===== config.mk =====
export PLATFORM = sky130hd
export DESIGN_NAME = dcdt_timer
export DESIGN_NICKNAME = d
export VERILOG_FILES = /design/src/dcdt_pkg.sv /design/src/dcdt_timer.sv
export SDC_FILE = /design/constraint.sdc
export NUM_CORES = 1
export LEC_CHECK = 0
export BUFFER_PORTS_ARGS = -buffer_cell sky130_fd_sc_hd__buf_2
export CAP_MARGIN = 20
export CORE_UTILIZATION = 64
export CTS_CLUSTER_DIAMETER = 30
export DETAILED_ROUTE_END_ITERATION = 8
export PLACE_DENSITY = 0.85
export SYNTH_ARGS = -nofsm -noshare
export SYNTH_HDL_FRONTEND = slang
export SYNTH_SLANG_ARGS = --single-unit

===== constraint.sdc =====
create_clock -name mclk -period 4.5 [get_ports mclk]
set_clock_uncertainty 0.15 [all_clocks]
set_input_delay 0.225 -clock mclk [delete_from_list [all_inputs] [get_ports mclk]]
set_output_delay 0.225 -clock mclk [all_outputs]
set_load 0.005 [all_outputs]

===== src/dcdt_pkg.sv =====
// Purpose: constants for the dual channel down timer
// Assumes: 32-bit register words at full byte addresses
// Notes:   mode codes follow the control field encoding
`default_nettype none
package dcdt_pkg;
	// channel count and widths
	localparam int DCDT_NCH = 2;
	localparam int DCDT_CNT_W = 24;
	localparam int DCDT_PRE_W = 8;
	// register byte addresses
	localparam logic [31:0] DCDT_CTRL_ADDR [DCDT_NCH] = '{32'hFFF81000, 32'hFFF81004};
	localparam logic [31:0] DCDT_INIT_ADDR [DCDT_NCH] = '{32'hFFF81008, 32'hFFF8100C};
	localparam logic [31:0] DCDT_CUR_ADDR  [DCDT_NCH] = '{32'hFFF81010, 32'hFFF81014};
	localparam logic [31:0] DCDT_STAT_ADDR = 32'hFFF81018;
	// control field positions
	localparam int DCDT_HOLD_BIT = 31;
	localparam int DCDT_RUN_BIT = 30;
	localparam int DCDT_IRQ_BIT = 29;
	localparam int DCDT_MODE_HI = 28;
	localparam int DCDT_MODE_LO = 27;
	localparam int DCDT_CLR_BIT = 26;
	localparam int DCDT_ACT_BIT = 25;
	localparam int DCDT_PRE_HI = 7;
	// reset values and unit step constants
	localparam logic [DCDT_PRE_W-1:0] DCDT_PRE_RST = 8'h05;
	localparam logic [DCDT_CNT_W-1:0] DCDT_CNT_RST = 24'h000000;
	localparam logic [DCDT_PRE_W-1:0] DCDT_PRE_ZERO = 8'h00;
	localparam logic [DCDT_PRE_W-1:0] DCDT_PRE_ONE = 8'h01;
	localparam logic [DCDT_CNT_W-1:0] DCDT_CNT_ONE = 24'h000001;
	localparam logic [31:0] DCDT_WORD_ZERO = 32'h00000000;
	// operating modes
	typedef enum logic [1:0] {
		DCDT_ONE_SHOT = 2'h0,
		DCDT_PERIODIC = 2'h1,
		DCDT_TOGGLE   = 2'h2,
		DCDT_RSVD     = 2'h3
	} dcdt_mode_t;
endpackage
`default_nettype wire


===== src/dcdt_timer.sv =====
// Purpose: two channel prescaled 24-bit down timer behind an apb slave
// Assumes: all inputs synchronous to mclk; source clocks slower than mclk/2
// Notes:   channel source clocks are sampled and counted on rising edges
`timescale 1ns/10ps
`default_nettype none
module dcdt_timer
(
	// clock, reset, enable
	input  wire logic                          mclk,
	input  wire logic                          rst_b,
	input  wire logic                          ce,
	// apb slave
	input  wire logic                          psel,
	input  wire logic                          penable,
	input  wire logic                          pwrite,
	input  wire logic [31:0]                   paddr,
	input  wire logic [31:0]                   pwdata,
	output var  logic [31:0]                   prdata,
	output var  logic                          pready,
	output var  logic                          pslverr,
	// channel sources and debug
	input  wire logic [dcdt_pkg::DCDT_NCH-1:0] channel_source_clock,
	input  wire logic                          debug_acknowledge_in,
	// channel outputs
	output var  logic [dcdt_pkg::DCDT_NCH-1:0] timer_irq,
	output var  logic [dcdt_pkg::DCDT_NCH-1:0] toggle_out
);
	import dcdt_pkg::*;

	// true when the address names a given register
	function automatic logic addr_hit(input logic [31:0] a, input logic [31:0] r);
		addr_hit = (a == r);
	endfunction

	// apb phase strobes
	logic                  wr_acc;            // write access phase
	logic                  rd_setup;          // read setup phase
	logic                  mapped;            // address decodes
	logic                  stat_wr;           // status write
	logic [31:0]           prdata_q;          // registered read data
	logic [31:0]           rd_word;           // read mux result

	// per channel control and state
	logic                  hold_ovr_q [DCDT_NCH];
	logic                  run_q      [DCDT_NCH];
	logic                  irq_q      [DCDT_NCH];
	dcdt_mode_t            mode_q     [DCDT_NCH];
	logic [DCDT_PRE_W-1:0] prescale_q [DCDT_NCH];
	logic [DCDT_CNT_W-1:0] init_q     [DCDT_NCH];
	logic [DCDT_CNT_W-1:0] cnt_q      [DCDT_NCH];
	logic [DCDT_PRE_W-1:0] pre_q      [DCDT_NCH];
	logic                  src_prev_q [DCDT_NCH];
	logic                  flag_q     [DCDT_NCH];
	logic                  tog_q      [DCDT_NCH];
	// per channel events
	logic                  ctrl_wr    [DCDT_NCH];
	logic                  init_wr    [DCDT_NCH];
	logic                  clr_wr     [DCDT_NCH];
	logic                  held       [DCDT_NCH];
	logic                  step       [DCDT_NCH];
	logic                  pre_wrap   [DCDT_NCH];
	logic                  zero_ev    [DCDT_NCH];

	// write strobes carry ce so a frozen block ignores the bus
	assign wr_acc = psel & penable & pwrite & ce;
	assign rd_setup = psel & ~penable & ~pwrite & ce;
	assign stat_wr = wr_acc & addr_hit(paddr, DCDT_STAT_ADDR);

	// zero wait state slave, error on unmapped access
	assign pready = 1'b1;
	assign pslverr = psel & penable & ~mapped;
	assign prdata = prdata_q;

	// address decode and read mux
	always_comb
	begin
		mapped = addr_hit(paddr, DCDT_STAT_ADDR);
		rd_word = DCDT_WORD_ZERO;
		if (addr_hit(paddr, DCDT_STAT_ADDR))
		begin
			for (int k = 0; k < DCDT_NCH; k++)
				rd_word[k] = flag_q[k];
		end
		for (int k = 0; k < DCDT_NCH; k++)
		begin
			if (addr_hit(paddr, DCDT_CTRL_ADDR[k]))
			begin
				mapped = 1'b1;
				rd_word[DCDT_HOLD_BIT] = hold_ovr_q[k];
				rd_word[DCDT_RUN_BIT] = run_q[k];
				rd_word[DCDT_IRQ_BIT] = irq_q[k];
				rd_word[DCDT_MODE_HI:DCDT_MODE_LO] = mode_q[k];
				rd_word[DCDT_ACT_BIT] = run_q[k];
				rd_word[DCDT_PRE_HI:0] = prescale_q[k];
			end
			if (addr_hit(paddr, DCDT_INIT_ADDR[k]))
			begin
				mapped = 1'b1;
				rd_word[DCDT_CNT_W-1:0] = init_q[k];
			end
			if (addr_hit(paddr, DCDT_CUR_ADDR[k]))
			begin
				mapped = 1'b1;
				rd_word[DCDT_CNT_W-1:0] = cnt_q[k];
			end
		end
	end

	// read data captured in setup so it is stable in access
	always_ff @(posedge mclk)
	begin
		if (!rst_b)
			prdata_q <= DCDT_WORD_ZERO;
		else if (rd_setup)
			prdata_q <= rd_word;
	end

	for (genvar i = 0; i < DCDT_NCH; i++)
	begin : g_ch
		// register write strobes
		assign ctrl_wr[i] = wr_acc & addr_hit(paddr, DCDT_CTRL_ADDR[i]);
		assign init_wr[i] = wr_acc & addr_hit(paddr, DCDT_INIT_ADDR[i]);
		assign clr_wr[i] = ctrl_wr[i] & pwdata[DCDT_CLR_BIT];
		assign held[i] = ~hold_ovr_q[i] & debug_acknowledge_in;
		assign step[i] = ce & run_q[i] & ~held[i]
			& channel_source_clock[i] & ~src_prev_q[i];
		assign pre_wrap[i] = (pre_q[i] == prescale_q[i]);
		// count of one or zero wraps at once
		assign zero_ev[i] = step[i] & pre_wrap[i] & (cnt_q[i] <= DCDT_CNT_ONE);
		assign timer_irq[i] = flag_q[i];
		assign toggle_out[i] = tog_q[i];

		// source edge detector history
		always_ff @(posedge mclk)
		begin
			if (!rst_b)
				src_prev_q[i] <= 1'b0;
			else if (ce)
				src_prev_q[i] <= channel_source_clock[i];
		end

		// control fields
		always_ff @(posedge mclk)
		begin
			if (!rst_b)
			begin
				hold_ovr_q[i] <= 1'b0;
				run_q[i] <= 1'b0;
				irq_q[i] <= 1'b0;
				mode_q[i] <= DCDT_ONE_SHOT;
				prescale_q[i] <= DCDT_PRE_RST;
			end
			else if (ctrl_wr[i])
			begin
				hold_ovr_q[i] <= pwdata[DCDT_HOLD_BIT];
				run_q[i] <= pwdata[DCDT_RUN_BIT] & ~pwdata[DCDT_CLR_BIT];
				irq_q[i] <= pwdata[DCDT_IRQ_BIT];
				mode_q[i] <= dcdt_mode_t'(pwdata[DCDT_MODE_HI:DCDT_MODE_LO]);
				prescale_q[i] <= pwdata[DCDT_PRE_HI:0];
			end
			else if (zero_ev[i] && mode_q[i] == DCDT_ONE_SHOT)
				run_q[i] <= 1'b0;
		end

		// initial count register
		always_ff @(posedge mclk)
		begin
			if (!rst_b)
				init_q[i] <= DCDT_CNT_RST;
			else if (init_wr[i])
				init_q[i] <= pwdata[DCDT_CNT_W-1:0];
		end

		// prescaler and down counter
		always_ff @(posedge mclk)
		begin
			if (!rst_b)
			begin
				cnt_q[i] <= DCDT_CNT_RST;
				pre_q[i] <= DCDT_PRE_ZERO;
			end
			else if (clr_wr[i])
			begin
				cnt_q[i] <= DCDT_CNT_RST;
				pre_q[i] <= DCDT_PRE_ZERO;
			end
			else if (init_wr[i])
			begin
				cnt_q[i] <= pwdata[DCDT_CNT_W-1:0];
				pre_q[i] <= DCDT_PRE_ZERO;
			end
			else if (step[i])
			begin
				if (!pre_wrap[i])
					pre_q[i] <= pre_q[i] + DCDT_PRE_ONE;
				else
				begin
					pre_q[i] <= DCDT_PRE_ZERO;
					if (zero_ev[i])
						cnt_q[i] <= init_q[i];
					else
						cnt_q[i] <= cnt_q[i] - DCDT_CNT_ONE;
				end
			end
		end

		// zero reached flag; a new event beats the clear
		always_ff @(posedge mclk)
		begin
			if (!rst_b)
				flag_q[i] <= 1'b0;
			else if (zero_ev[i] && irq_q[i])
				flag_q[i] <= 1'b1;
			else if (stat_wr && pwdata[i])
				flag_q[i] <= 1'b0;
		end

		// square wave; periodic in every other respect
		always_ff @(posedge mclk)
		begin
			if (!rst_b)
				tog_q[i] <= 1'b0;
			else if (zero_ev[i] && mode_q[i] == DCDT_TOGGLE)
				tog_q[i] <= ~tog_q[i];
		end

		// checks on this channel
		chk_clear_zeroes: assert property (@(posedge mclk) disable iff (!rst_b)
			clr_wr[i] |=> (cnt_q[i] == DCDT_CNT_RST) && (pre_q[i] == DCDT_PRE_ZERO) && !run_q[i])
			else $error("count clear did not clear channel");
		chk_init_restart: assert property (@(posedge mclk) disable iff (!rst_b)
			init_wr[i] |=> (cnt_q[i] == $past(pwdata[DCDT_CNT_W-1:0])) && (init_q[i] == cnt_q[i]))
			else $error("initial count write did not restart");
		chk_reload_value: assert property (@(posedge mclk) disable iff (!rst_b)
			zero_ev[i] && !init_wr[i] && !clr_wr[i] |=> cnt_q[i] == init_q[i])
			else $error("counter did not reload at zero");
		chk_flag_sets: assert property (@(posedge mclk) disable iff (!rst_b)
			zero_ev[i] && irq_q[i] |=> flag_q[i] && timer_irq[i])
			else $error("zero flag not set");
		chk_irq_masked: assert property (@(posedge mclk) disable iff (!rst_b)
			!irq_q[i] && !flag_q[i] && !ctrl_wr[i] |=> !timer_irq[i])
			else $error("interrupt raised while disabled");
		chk_oneshot_stop: assert property (@(posedge mclk) disable iff (!rst_b)
			zero_ev[i] && mode_q[i] == DCDT_ONE_SHOT && !ctrl_wr[i] |=> !run_q[i] ##1 !zero_ev[i])
			else $error("one shot kept running");
		chk_periodic_run: assert property (@(posedge mclk) disable iff (!rst_b)
			zero_ev[i] && mode_q[i] == DCDT_PERIODIC && !ctrl_wr[i] |=> run_q[i])
			else $error("periodic channel stopped");
		chk_toggle_flip: assert property (@(posedge mclk) disable iff (!rst_b)
			zero_ev[i] && mode_q[i] == DCDT_TOGGLE |=> toggle_out[i] != $past(toggle_out[i]))
			else $error("toggle output did not invert");
		chk_hold_freeze: assert property (@(posedge mclk) disable iff (!rst_b)
			(held[i] || !run_q[i]) && !init_wr[i] && !clr_wr[i] |=> $stable(cnt_q[i]) && $stable(pre_q[i]))
			else $error("counter moved while held or stopped");
		chk_prescale_step: assert property (@(posedge mclk) disable iff (!rst_b)
			step[i] && !pre_wrap[i] && !init_wr[i] && !clr_wr[i]
			|=> pre_q[i] == $past(pre_q[i]) + DCDT_PRE_ONE && $stable(cnt_q[i]))
			else $error("prescaler did not advance by one");

		// main scenarios
		cov_zero_irq: cover property (@(posedge mclk) disable iff (!rst_b)
			zero_ev[i] && irq_q[i]);
		cov_toggle: cover property (@(posedge mclk) disable iff (!rst_b)
			zero_ev[i] && mode_q[i] == DCDT_TOGGLE);
		cov_debug_hold: cover property (@(posedge mclk) disable iff (!rst_b)
			run_q[i] && held[i]);
	end
endmodule
`default_nettype wire


* Word-level counts from Yosys, hierarchy flattened
Memory sizes are Yosys's and may differ from the RTL's.
Index checks and enable logic that the tools add are counted.
** Word-level totals
- Register bits after elaboration :: 30
- RAM bits :: 144
- Output and inout port bits :: 38
- Memories kept :: 11
** Memory list
- cnt_q :: depth 2, bits a word 24, read ports 2, clocked after memory_dff 0, wr ports 2, RTL line dcdt_timer.sv:50 : logic [DCDT_CNT_W-1:0] cnt_q [DCDT_NCH];
- init_q :: depth 2, bits a word 24, read ports 2, clocked after memory_dff 0, wr ports 2, RTL line dcdt_timer.sv:49 : logic [DCDT_CNT_W-1:0] init_q [DCDT_NCH];
- pre_q :: depth 2, bits a word 8, read ports 2, clocked after memory_dff 0, wr ports 2, RTL line dcdt_timer.sv:51 : logic [DCDT_PRE_W-1:0] pre_q [DCDT_NCH];
- prescale_q :: depth 2, bits a word 8, read ports 2, clocked after memory_dff 0, wr ports 2, RTL line dcdt_timer.sv:48 : logic [DCDT_PRE_W-1:0] prescale_q [DCDT_NCH];
- mode_q :: depth 2, bits a word 2, read ports 2, clocked after memory_dff 0, wr ports 2, RTL line dcdt_timer.sv:47 : dcdt_mode_t mode_q [DCDT_NCH];
- flag_q :: depth 2, bits a word 1, read ports 2, clocked after memory_dff 0, wr ports 2, RTL line dcdt_timer.sv:53 : logic flag_q [DCDT_NCH];
- +5 memories
** Operators by class
- Add/sub/neg operators :: 4
- Magnitude comparators :: 2
- Eq/ne operators :: 11
- Mux-type cells :: 163
- Bitwise gates (word level) :: 79
- Reductions and logical operators :: 10
** Operator list (count)
- $mux W24 :: 14
- $eq A32 B32 Y1 const B :: 7
- $mux W1 :: 132
- $mux W8 :: 12
- $le A24 B1 Y1 const B :: 2
- $sub A24 B1 Y24 const B :: 2
- $or A1 B1 Y1 :: 38
- $and A1 B1 Y1 :: 29
- $add A8 B1 Y8 const B :: 2
- $eq A8 B8 Y1 :: 2
- $not A1 Y1 :: 12
- $mux W5 :: 2
- $logic_and A1 B1 Y1 :: 8
- $mux W2 :: 3
- $eq A2 B2 Y1 const B :: 2
- $logic_not A2 Y1 :: 2

* Depth between registers and ports, before layout
An unclocked memory read counts as a cell.
- Depth after elaboration :: 18
- Mapped depth :: 9
- Mapped depth without buffers :: 8

* Worst setup path after synthesis
Ideal clock, no wire load.
- Path kind :: in2reg
- Start point :: input paddr[9]
- End point :: memory init_q[1][0] (enable)
- Data arrival time :: 2.155 ns
- Required time :: 3.969 ns
- Setup slack :: 1.814 ns
- Cell stages on the path :: 8
- Buffers on the path :: 3
- Path through :: nor4_2 nand4_2 buf_2 nor3_2 buf_2 buf_4 nand2_1 nand2_1
** RTL lines
- start, declared :: RTL line dcdt_timer.sv:16 : input wire logic [31:0] paddr,
- end, declared :: RTL line dcdt_timer.sv:49

==> results.md <==
* Top cells by area, synth: edfxtp_1 (43%), dfxtp_1 (7.3%), xnor2_1 (4.0%), and2_1 (3.3%), xor2_1 (2.4%)
* Most common cell after layout, fill and taps aside: edfxtp_1
* Max Cap Viol at 0
* Internal Pwr Total at around 2.8 mW
* Fill count at around 960
* Die span in y at approximately 120 microns
* Post-synth EDFFs at between 100 and 150
* Clock-pin slew on the worst setup and hold paths at approximately 0.06 ns
* Startpoint Class: flip-flop
* NumNets Final at 1077
* ANT nets after route at 0
* Synth warnings at 0
* Number of global-route vias before repair at between 7000 and 8000
* Fmax at 0.325 GHz
* Leakage power at ~4.2 nW
* CP delay by family, top: simple AND/OR/NAND/NOR gates
* Row cnt at 44
* RePlAce Congestion at 0.951
* Pre-CTS WS at about 1.2 ns
* P&R area growth vs syn at 14.9%
* Arrival @ worst endpoint at 3.12 ns
* Max_slew headroom at 29.4%
* Slew @ Worst Pin at 1.05 ns
* Peak VDD IR at roughly 0.28 mV
* Wire per inst at around 23 microns
* Final setup fails at 0
* Ports at about 110
* Psw at 0.830 mW
* CP Cell Sequence: inv_1 > ha_1 > o21bai_1 > nor4_1 > nand4_2 > o311ai_4 > buf_4 > o211ai_1 > o21a_1
* Hpwl dp at about 19000 microns
* # port buffers at roughly 110
* Post-Syn Area at 9560 sq um
* DRT iter0 DRCs at between 1000 and 1500
* Period utilisation layout at approximately two thirds
* Share of layout cells above drive strength 1 at ~19%
* R2R setup slack at 1.42 ns
* Clk pwr share at 41.8%
* Final hold violation count at 0
* Crit Path Class: flip-flop to flip-flop
* Root Buffer: clkbuf_16
* CTS H-tree lvls at 4
* CTS tree: done
* Initial antenna violation count at 1
* Sw frac at a little under a quarter
* Post-synth ARST share at 0%
* Initial core utilization at between 60% and 70%
* Minimum clock period at ~3.1 ns
* Final worst slack at 1.42 ns
* GRT overflow at 0
* Crit. End Element: flip-flop
* Tot GR Track Use at between 30% and 40%
* Worst path bufs/invs at 2
* Post-route DRC at 0
* Min Hold Slack at around 0.032 ns
* Sequential cell area fraction in the yosys report at approximately half
* Post-DR vias/cell at slightly below 7
* Postcts setup bufs at 0
* Worst path slowest cell: edfxtp_1
* Yosys top cell area share at between 40 and 50%
* Core Box Area at ~15000 sq um
* Die width at about 120 microns
* Detailed-route via count at around 8100
* Pwr dens at 328 nW/um^2
* Critical Path RT at about 4.5 ns
* Yosys reg bits at about 170
* Synth cell types at a little under 80
* Post-Route Setup TNS at 0 ns
* First-pass GRT wire length at ~42000 microns
* Top fanout value on the critical path at 15
* Status: completed
* Leading cell types in the layout, fill and taps excluded: edfxtp_1 (138), buf_2 (105), nand2_1 (56)
* Avg Synthesized Cell Area at between 10 and 15 sq um
* Sequential share of power at 51.5%
* Clk_lat worst skew at roughly 0.44 ns
* Largest net degree at the start of global routing at 38
* Total wire length at about 27000 microns
* CTS max path bufs at 2
* Die area at 15400 sq um
* Unrepaired setup endpoints after global routing: no
* First drt pass iteration count at 6
* Leading area contributor after synthesis: edfxtp_1
* Num CTS Buffers at 17
* Hold Crit Class: input port to flip-flop
* Most common flop cell mapped by yosys: edfxtp_1
* # clock sinks at around 170
* Cells after Synth at 891
* Max stage delay on crit path at around 0.53 ns
* Gate power share at under 10%
* Max-slew violation count at 0
==> per-layer routing <==
| metal | up-vias | part of all wire (%) | global-route usage (%) |
|---|---|---|---|
| met3 | 100 | 13 | 8.15 |
| li1 | 3555 | - | - |
| met1 | 3853 | 38 | 48.1 |
| met4 | 0 | 3.9 | 15.2 |
| met5 | - | 0 | 0 |
| met2 | 595 | 46 | 55.2 |
==> cell families (layout without fill, tap and decap cells) <==
kind of cell	after synthesis	after routing	synth area share [%]
AOI/OAI and AO/OA	199	199	14.9
DFF	173	173	50.7
adders and majority gates	6	6	0.785
other	2	6	0.0786
and+or+nand+nor	327	327	20.9
buffers and inverters	101	220	4.80
muxes	13	13	1.41
xor gates and xnor gates	70	70	6.41
==> cells in the mapped netlist (3+ instances only) <==
| cell type | n |
|---|---|
| or4_1 | 5 |
| buf_2 | 19 |
| nand2_1 | 56 |
| o221ai_1 | 22 |
| a221oi_1 | 21 |
| xnor2_1 | 44 |
| nor4_4 | 7 |
| a21o_1 | 3 |
| a21oi_1 | 32 |
| nor4_2 | 4 |
| edfxtp_1 | 138 |
| and2_1 | 50 |
| xor2_1 | 26 |
| inv_1 | 45 |
| o21ai_1 | 5 |
| a22oi_1 | 30 |
| a221o_1 | 3 |
| and4_1 | 3 |
| nand3_1 | 25 |
| o211ai_1 | 6 |
| nand4_2 | 3 |
| buf_1 | 3 |
| nor4_1 | 15 |
| or3_1 | 16 |
| mux2_2 | 4 |
| buf_4 | 13 |
| ha_1 | 6 |
| o21ai_0 | 42 |
| nor3_1 | 28 |
| o21a_1 | 4 |
| nand4_1 | 8 |
| nor4b_2 | 3 |
| mux2i_1 | 9 |
| o31ai_1 | 4 |
| dfxtp_1 | 35 |
| nor2b_1 | 7 |
| and3_1 | 7 |
| clkbuf_1 | 19 |
| nor2_1 | 54 |
| a211o_1 | 12 |
| nand2b_1 | 7 |
| nor3_2 | 3 |
==> power groups by stage <==
stage,Sequential (mW),Clock [mW],Combinational (mW)
CTS,1.85,1.50,0.234
global route,1.86,1.57,0.256
floorplan,1.87,0,0.126
detailed placement,1.89,0,0.219
global placement,1.88,0,0.215
finish,1.86,1.51,0.241
==> sequential cells by signal, summed over array words and instances (netlist names) <==
register,cells
pre_q,16
init_q,48
tog_q,2
src_prev_q,2
prescale_q,16
run_q,2
hold_ovr_q,2
prdata,29
cnt_q,48
irq_q,2
mode_q,4
flag_q,2
==> stage by stage <==
stage	cell area (sq um)	instances	power, mW	utilization [%]
after floorplan	9560	892	1.99	-
after global placement	10200	1145	2.10	70.1
after detailed placement	10200	1145	2.11	70.1
after CTS	11000	1195	3.59	75.5
after global routing	11000	1195	3.68	75.5
final	11000	1198	3.60	75.6
==> final timing paths <==
path / from / cells after the start / endpoint
max: cnt_q[0][0] / 9 / cnt_q[0][12]
min: pwdata[9] / 3 / init_q[0][9]
min reg2reg: prdata[7] / 2 / prdata[7]
max reg2reg: cnt_q[0][0] / 9 / cnt_q[0][12]
==> area by class of cell <==
type / count / area (sq um) / share of cell area, %
diodes: 3 / 7.51 / 0.0683
clock buffers: 24 / 534 / 4.86
clock inverters: 8 / 75.1 / 0.683
inverters: 46 / 173 / 1.57
multi-input cells: 618 / 4270 / 38.9
flip-flops and latches: 173 / 4840 / 44.1
well taps: 184 / 230 / 2.10
repair buffers: 142 / 848 / 7.72
==> worst min-delay path, cell delays in order <==
cell,delay (ns)
buf_2,0.14
nand2_1,0.09
inv_1,0.05
==> repair_timing <==
item | 4_1_cts | 5_1_grt
endpoints found under the hold margin | 25 | 0
hold buffers | 18 | 0
gates resized for setup | 0 | 0
(Power assumes the default switching activity.)
